### src/verilog/sci_rx_defines.svh
`ifndef SCI_RX_DEFINES_SVH
`define SCI_RX_DEFINES_SVH
// Register byte addresses on the Avalon-MM slave (word aligned)
`define ADDR_STATUS 4'h0
`define ADDR_DATA 4'h4
`define ADDR_CTRL 4'h8
`define ADDR_BAUD 4'hC
// Status register bit positions
`define ST_FULL 5
`define ST_OVR 3
`define ST_NOISE 2
`define ST_FRAME 1
// Control register bit positions
`define CT_RIE 5
`define CT_GMASK 0
// Reset values
`define CTRL_RST 8'h01
`define BAUD_RST 16'h0036
// Oversampling: sixteen samples a bit, majority taken at samples 8, 9, 10
`define OVS_LAST 4'hF
`define SMP_A 4'h7
`define SMP_B 4'h8
`define SMP_C 4'h9
`define DATA_BITS 4'h8
`endif

### src/verilog/sci_rx_pkg.sv
package sci_rx_pkg;
  typedef enum logic [1:0] {
    RX_IDLE,
    RX_START,
    RX_DATA,
    RX_STOP
  } rx_state_e;
  typedef logic [7:0] byte_t;
endpackage

### src/verilog/sci_receive_error_detect.sv
`timescale 1ns/100ps
`include "sci_rx_defines.svh"
module sci_receive_error_detect (
  input wire logic i_clk,
  input wire logic i_rst_n,
  input wire logic i_rx,
  input wire logic [3:0] i_address,
  input wire logic i_read,
  input wire logic i_write,
  input wire logic [31:0] i_writedata,
  output logic [31:0] o_readdata,
  output logic o_waitrequest,
  output logic o_irq
);

  // Bus slave: one wait cycle, answer on the second edge of a request
  logic ack_q;
  logic [31:0] rdata_q;
  wire req = i_read | i_write;
  wire take = req & ack_q;
  wire hit_status = (i_address == `ADDR_STATUS);
  wire hit_data = (i_address == `ADDR_DATA);
  wire hit_ctrl = (i_address == `ADDR_CTRL);
  wire hit_baud = (i_address == `ADDR_BAUD);
  wire rd_status = take & i_read & hit_status;
  wire rd_data = take & i_read & hit_data;
  wire wr_ctrl = take & i_write & hit_ctrl;
  wire wr_baud = take & i_write & hit_baud;

  // Waitrequest idles high and drops only for the cycle in which a request is taken
  logic wait_q;
  always_ff @(posedge i_clk or negedge i_rst_n) begin
    if (!i_rst_n) begin
      ack_q <= 1'b0;
      wait_q <= 1'b1;
    end else begin
      ack_q <= req & ~ack_q;
      wait_q <= ~(req & ~ack_q);
    end
  end
  assign o_waitrequest = wait_q;

  // Control and baud registers
  logic [7:0] ctrl_q;
  logic [15:0] baud_q;
  always_ff @(posedge i_clk or negedge i_rst_n) begin
    if (!i_rst_n) begin
      ctrl_q <= `CTRL_RST;
      baud_q <= `BAUD_RST;
    end else begin
      if (wr_ctrl) begin
        ctrl_q <= i_writedata[7:0];
      end
      if (wr_baud) begin
        baud_q <= i_writedata[15:0];
      end
    end
  end
  wire rx_irq_enable = ctrl_q[`CT_RIE];
  wire global_mask = ctrl_q[`CT_GMASK];

  // Sixteen-times oversampling tick
  logic [15:0] div_q;
  logic tick_q;
  // A divisor written below the running count ends the count at once, no wrap
  wire div_end = (div_q >= baud_q);
  always_ff @(posedge i_clk or negedge i_rst_n) begin
    if (!i_rst_n) begin
      div_q <= 16'h0000;
      tick_q <= 1'b0;
    end else begin
      div_q <= div_end ? 16'h0000 : div_q + 16'h0001;
      tick_q <= div_end;
    end
  end

  // Receive state machine
  sci_rx_pkg::rx_state_e state_q;
  logic [3:0] smp_q;
  logic [3:0] bit_q;
  logic [2:0] maj_q;
  logic [7:0] shift_q;
  logic line_q;
  logic frame_noise_q;
  logic hidden_noise_q;
  logic done_q;
  logic done_fe_q;
  logic done_nf_q;
  wire fall = line_q & ~i_rx;
  wire agree = (maj_q == 3'b000) | (maj_q == 3'b111);
  wire maj_bit = (maj_q[0] & maj_q[1]) | (maj_q[1] & maj_q[2]) | (maj_q[0] & maj_q[2]);
  wire at_c = (smp_q == `SMP_C);
  wire bit_end = (smp_q == `OVS_LAST);
  wire in_window = (smp_q == `SMP_A) | (smp_q == `SMP_B) | at_c;
  // The three mid-bit samples as they stand on the tenth sample
  wire [2:0] trio = {maj_q[1:0], i_rx};
  wire start_bad = (trio != 3'b000);
  wire stop_low = ~(trio[2] & trio[1]) & ~(trio[1] & trio[0]) & ~(trio[2] & trio[0]);
  wire trio_noise = (trio != 3'b111) & (trio != 3'b000);

  always_ff @(posedge i_clk or negedge i_rst_n) begin
    if (!i_rst_n) begin
      state_q <= sci_rx_pkg::RX_IDLE;
      smp_q <= 4'h0;
      bit_q <= 4'h0;
      maj_q <= 3'b000;
      shift_q <= 8'h00;
      line_q <= 1'b1;
      frame_noise_q <= 1'b0;
      hidden_noise_q <= 1'b0;
      done_q <= 1'b0;
      done_fe_q <= 1'b0;
      done_nf_q <= 1'b0;
    end else begin
      done_q <= 1'b0;
      if (tick_q) begin
        line_q <= i_rx;
        smp_q <= smp_q + 4'h1;
        if (in_window) begin
          maj_q <= {maj_q[1:0], i_rx};
        end
        case (state_q)
          sci_rx_pkg::RX_IDLE: begin
            smp_q <= 4'h1;
            if (fall) begin
              state_q <= sci_rx_pkg::RX_START;
              frame_noise_q <= 1'b0;
            end
          end
          sci_rx_pkg::RX_START: begin
            if (at_c) begin
              if (start_bad) begin
                // False start: discard, remember noise
                state_q <= sci_rx_pkg::RX_IDLE;
                hidden_noise_q <= 1'b1;
              end
            end else if (bit_end) begin
              state_q <= sci_rx_pkg::RX_DATA;
              bit_q <= 4'h0;
            end
          end
          sci_rx_pkg::RX_DATA: begin
            if (bit_end) begin
              shift_q <= {maj_bit, shift_q[7:1]};
              if (!agree) begin
                frame_noise_q <= 1'b1;
              end
              bit_q <= bit_q + 4'h1;
              if (bit_q == `DATA_BITS - 4'h1) begin
                state_q <= sci_rx_pkg::RX_STOP;
              end
            end
          end
          default: begin
            if (at_c) begin
              state_q <= sci_rx_pkg::RX_IDLE;
              done_q <= 1'b1;
              // Stop bit low by majority, including a break
              done_fe_q <= stop_low;
              done_nf_q <= frame_noise_q | hidden_noise_q | trio_noise;
              hidden_noise_q <= 1'b0;
            end
          end
        endcase
      end
    end
  end

  // Holding register, flags and two-step clear
  logic [7:0] hold_q;
  logic full_q;
  logic ovr_q;
  logic nf_q;
  logic fe_q;
  logic armed_q;
  logic irq_q;
  wire clr_seq = rd_data & armed_q;

  // Two-entry buffer between frame assembly and the flag stage; the flag stage
  // stalls on the clearing data read so a frame finishing then is not lost
  logic [1:0] buf_cnt_q;
  logic buf_wr_q;
  logic buf_rd_q;
  wire [9:0] buf_w [2];
  wire [9:0] in_word = {done_nf_q, done_fe_q, shift_q};
  wire in_valid = done_q;
  wire in_ready = (buf_cnt_q != 2'b10);
  wire out_valid = (buf_cnt_q != 2'b00);
  wire out_ready = ~clr_seq;
  wire push = in_valid & in_ready;
  wire pop = out_valid & out_ready;
  wire [9:0] out_word = buf_rd_q ? buf_w[1] : buf_w[0];

  for (genvar g = 0; g < 2; g++) begin : g_entry
    logic [9:0] word_q;
    always_ff @(posedge i_clk or negedge i_rst_n) begin
      if (!i_rst_n) begin
        word_q <= 10'h000;
      end else if (push & (buf_wr_q == 1'(g))) begin
        word_q <= in_word;
      end
    end
    assign buf_w[g] = word_q;
  end

  always_ff @(posedge i_clk or negedge i_rst_n) begin
    if (!i_rst_n) begin
      buf_cnt_q <= 2'b00;
      buf_wr_q <= 1'b0;
      buf_rd_q <= 1'b0;
    end else begin
      if (push) begin
        buf_wr_q <= ~buf_wr_q;
      end
      if (pop) begin
        buf_rd_q <= ~buf_rd_q;
      end
      if (push & ~pop) begin
        buf_cnt_q <= buf_cnt_q + 2'b01;
      end else if (pop & ~push) begin
        buf_cnt_q <= buf_cnt_q - 2'b01;
      end
    end
  end

  wire overrun = pop & full_q & ~rd_data;
  wire load = pop & ~overrun;
  wire irq_d = rx_irq_enable & ~global_mask & (full_q | ovr_q);

  always_ff @(posedge i_clk or negedge i_rst_n) begin
    if (!i_rst_n) begin
      armed_q <= 1'b0;
    end else if (rd_status) begin
      armed_q <= 1'b1;
    end else if (rd_data) begin
      armed_q <= 1'b0;
    end
  end

  // No frame loads in the clearing cycle; the buffer holds it until after the clear
  always_ff @(posedge i_clk or negedge i_rst_n) begin
    if (!i_rst_n) begin
      hold_q <= 8'h00;
      full_q <= 1'b0;
      nf_q <= 1'b0;
      fe_q <= 1'b0;
    end else if (load) begin
      hold_q <= out_word[7:0];
      full_q <= 1'b1;
      nf_q <= out_word[9];
      fe_q <= out_word[8];
    end else if (clr_seq) begin
      full_q <= 1'b0;
      nf_q <= 1'b0;
      fe_q <= 1'b0;
    end
  end

  // Overrun and the clear never fall in the same cycle; a data read blocks the overrun
  always_ff @(posedge i_clk or negedge i_rst_n) begin
    if (!i_rst_n) begin
      ovr_q <= 1'b0;
      irq_q <= 1'b0;
    end else begin
      if (overrun) begin
        ovr_q <= 1'b1;
      end else if (clr_seq) begin
        ovr_q <= 1'b0;
      end
      irq_q <= irq_d;
    end
  end
  assign o_irq = irq_q;

  wire [7:0] status_w = {2'b00, full_q, 1'b0, ovr_q, nf_q, fe_q, 1'b0};
  wire [7:0] sel_w = hit_status ? status_w :
                     hit_data ? hold_q :
                     hit_ctrl ? ctrl_q : 8'h00;
  wire [31:0] rd_w = hit_baud ? {16'h0000, baud_q} : {24'h00_0000, sel_w};
  always_ff @(posedge i_clk or negedge i_rst_n) begin
    if (!i_rst_n) begin
      rdata_q <= 32'h0000_0000;
    end else begin
      rdata_q <= (req & ~ack_q & i_read) ? rd_w : rdata_q;
    end
  end
  assign o_readdata = rdata_q;

endmodule

### config.mk
export PLATFORM = sky130hd
export DESIGN_NAME = sci_receive_error_detect
export DESIGN_NICKNAME = d
export VERILOG_FILES = /design/src/verilog/sci_rx_pkg.sv /design/src/verilog/sci_receive_error_detect.sv
export VERILOG_INCLUDE_DIRS = /design/src /design/src/verilog
export SDC_FILE = /design/constraint.sdc
export NUM_CORES = 1
export LEC_CHECK = 0
export BUFFER_PORTS_ARGS = -buffer_cell sky130_fd_sc_hd__buf_4
export CORE_ASPECT_RATIO = 0.5
export CORE_MARGIN = 1
export CORE_UTILIZATION = 30
export DETAILED_ROUTE_END_ITERATION = 10
export GPL_TIMING_DRIVEN = 0
export PLACE_DENSITY = 0.52
export SETUP_SLACK_MARGIN = 0.3
export SYNTH_ARGS = -nofsm -noshare
export SYNTH_HDL_FRONTEND = slang
export SYNTH_SLANG_ARGS = --single-unit
### constraint.sdc
create_clock -name i_clk -period 4.5 [get_ports i_clk]
set_input_delay 0.225 -clock i_clk [delete_from_list [all_inputs] [get_ports i_clk]]
set_output_delay 0.225 -clock i_clk [all_outputs]
set_load 0.005 [all_outputs]
==> summary.txt <==
Max-Cap Viols: 0
Synth area leaders: dfrtp_1 (49%), mux2_2 (12%), ha_1 (4.6%)
Worst path cell trace: inv_1 -> ha_1 -> nand4_1 -> a311oi_1 -> a211o_1 -> a211o_1 -> buf_6 -> buf_12 -> nor2_4
Setup Buffers After CTS: 0
Power per cell area: 454 nW/µm²
Main combinational cell family by area after synthesis: multiplexers
Gr usage total: 12.6%
Final WS setup: 2370 ps
Synthesized area per cell: 11.8 µm²
Sw Ratio: 27.4%
CTS tree: done
Placed Area: 6710 µm²
Final cell count without fillers: 861
Peak Freq: 0.469 GHz
Mapped Cells: 504
Ys async rst share: 100%
Final Critical Period: 2130 ps
Sw power: 909 µW
Most numerous cell on the critical path: a211o_1
CP arrival: 2480 ps
Number of global-route vias before repair: 3761
Critical Path RT: 4840 ps
CTS sink cnt: 124
Combinational share of power: 18.0%
Die Ht: 102 µm
Crit-path slowest cell: dfstp_2
Placed cell count: 828
Initial Utilization: 30.7%
Slew @ Worst Pin: 768 ps
Worst path max stage delay: 540 ps
Gates resized, CTS repair: 0
Status: finished clean
Clock power share: 40.8%
Ports: 75
Sequential area share after synthesis: 52.1%
Area added between synthesis and finish: 22.4%
Utilization after layout: 37.5%
Final HPWL from detailed placement: 8.67 mm
Ant. Diodes: 0
Clock-pin slew on the worst setup and hold paths: 60 ps
Synth warn: 0
Design area: 7300 µm²
Post-Synthesis Cell Area: 5970 µm²
Layout cell share with drive strength beyond 1: 31.8%
Worst VDD drop: 0.292 mV
Max_slew headroom: 48.6%
Int Pwr: 2.41 mW
Setup CP Type: reg2reg
Sequential share of power: 41.2%
Gpl congestion: 0.754
Finish-stage setup viols: 0
Dpl ws: 2370 ps
First-pass iteration count of the detailed router: 4
Compound-gate portion of the synthesized area: 8.38%
Htree depth: 4
Die width: 201 µm
Hold Violations, Final: 0
Final hold slack: 53.2 ps
Worst Setup Start Kind: register
Type of the tightest min-delay check: in2reg
Final period utilization: 47.4%
Detailed-route wire length: 12.0 mm
Initial drt markers: 189
First-pass GRT wire length: 20.1 mm
Distinct cells, synth: 56
Synth top area share: 49.0%
Post-DR vias/cell: 4.51
Clk_skew: 6.62 ps
Simple-gate share of the synthesized area: 11.1%
Routed len/inst: 13.9 µm
Number of CTS-inserted buffers: 17
Post-synth EDFFs: 0
DRT antenna net count: 0
Antenna violations before repair: 0
CP Max Fanout: 10
Yosys reg bits: 124
Core outline area: 19500 µm²
Largest net degree at the start of global routing: 70
Die Area: 20500 µm²
Leak: 3.45 nW
Cell Rows: 36
Via count: 3885
RSZ-0062 raised after global routing: no
Tot Pwr: 3.32 mW
Post-Synth XOR/XNOR Area: 2.93%
Biggest area consumer among synthesized cells: dfrtp_1
Max Root-Sink Buffers: 2
Clk Latency, worst-skew pair: 410 ps
Hold buffer count at cts: 1
Crit end category: register
Fin Setup TNS: 0 ps
Nets: 645
Root Buffer: clkbuf_16
# DRC: 0
Final Max Slew Viols: 0
Post-synthesis mux area share: 14.7%
Buffers on Ports: 42
Main synth FF type: dfrtp_1
Grt ovf: 0
Post-Synth Adder-Cell Area: 4.95%
## placed cells by master, fill, tap and decap left out, types with 3 or more instances in the layout
cell and n:
dfrtp_1 117, mux2_2 61, buf_4 57, nand2_1 32, inv_1 29, nor2_1 26
o21ai_0 23, ha_1 22, clkbuf_16 17, conb_1 16, a21oi_1 15, a22o_1 14
nand3_1 12, nand4_1 11, xor2_1 10, xnor2_1 10, mux2i_1 10, clkbuf_1 9
buf_2 7, nor2_4 7, dfstp_2 7, nor3_1 5, buf_6 4, and3_1 4
or3_1 4, a22oi_1 4, mux4_2 4, o21ai_1 3, nor4_1 3, nor2_2 3
nor3b_1 3, clkinv_2 3, clkinvlp_4 3, clkbuf_8 3
## area by class of cell
type | count | area [µm²]
tap | 266 | 333
multi-input combinational | 332 | 2570
buffer | 34 | 235
inverter | 29 | 109
fill | 1922 | 12200
sequential | 124 | 3110
clock buffer | 22 | 474
timing repair buffer | 44 | 357
clock inverter | 10 | 115
## logic make-up (layout without fill, tap and decap cells)
| family | Yosys count | after routing |
|---|---|---|
| and+or+nand+nor | 123 | 123 |
| buffers and inverters | 63 | 139 |
| xor gates and xnor gates | 20 | 20 |
| adders and majority gates | 24 | 24 |
| muxes | 75 | 75 |
| AOI/OAI and AO/OA | 74 | 74 |
| other | 1 | 16 |
| DFF | 124 | 124 |
## path summary, 6_finish.rpt
path | from | to | slack, ps | cells past startpoint
max | baud_q[5] | div_q[10] | 2370 | 9
min | i_writedata[13] | baud_q[13] | 50 | 2
max reg2reg | baud_q[5] | div_q[10] | 2370 | 9
min reg2reg | hold_q[3] | hold_q[3] | 490 | 2
max in group asynchronous | i_rst_n | baud_q[2] | 3360 | 3
min in group asynchronous | i_rst_n | div_q[13] | 380 | 2
## layer usage
metal	track usage (%)	part of all wire (%)	vias to the layer above	routed length [µm]
met3	2.73	2.9	11	351
met5	0	0	-	0
met2	19.0	44	60	5240
li1	-	-	1912	-
met1	17.8	52	1902	6230
met4	4.55	1.2	0	138
## power groups by stage
stage	Clock, mW	Sequential (mW)	Combinational (mW)
3_3_place_gp	0	1.39	0.593
4_1_cts	1.39	1.37	0.609
2_1_floorplan	0	1.36	0.458
6_report	1.35	1.37	0.596
3_5_place_dp	0	1.39	0.605
5_1_grt	1.44	1.39	0.675
## critical path: cells and delay by family, from the launching register on
kind | cells | cell delay [ps]
fa+ha+maj | 1 | 300
simple gates | 2 | 200
buf+inv | 3 | 350
compound gates | 3 | 680
flops | 1 | 540
## Yosys cell counts (all sizes together), types with 2 or more instances
library cell and n:
nand4 11, a22o 14, a31oi 2, nor4 3, maj3 2, mux2i 10, mux2 61, xor2 10
inv 29, and3 4, dfstp 7, a22oi 4, dfrtp 117, nand2b 2, o22ai 2, nand3 12
xnor2 10, nor3 6, or2 2, nor2 36, o21ai 26, a211o 2, a21oi 15, nand2 33
mux4 4, ha 22, nand3b 2, or3 4, clkbuf 7, buf 27, nor3b 3
## registers in the layout (all words and copies together) (netlist names), 2 cells and up
name / count
shift_q: 8
maj_q: 3
hold_q: 8
buf_cnt_q: 2
o_readdata: 16
g_entry.word_q: 20
bit_q: 4
ctrl_q: 8
baud_q: 16
smp_q: 4
state_q: 2
div_q: 16
Note: power is estimated with default switching activity, not from simulation.
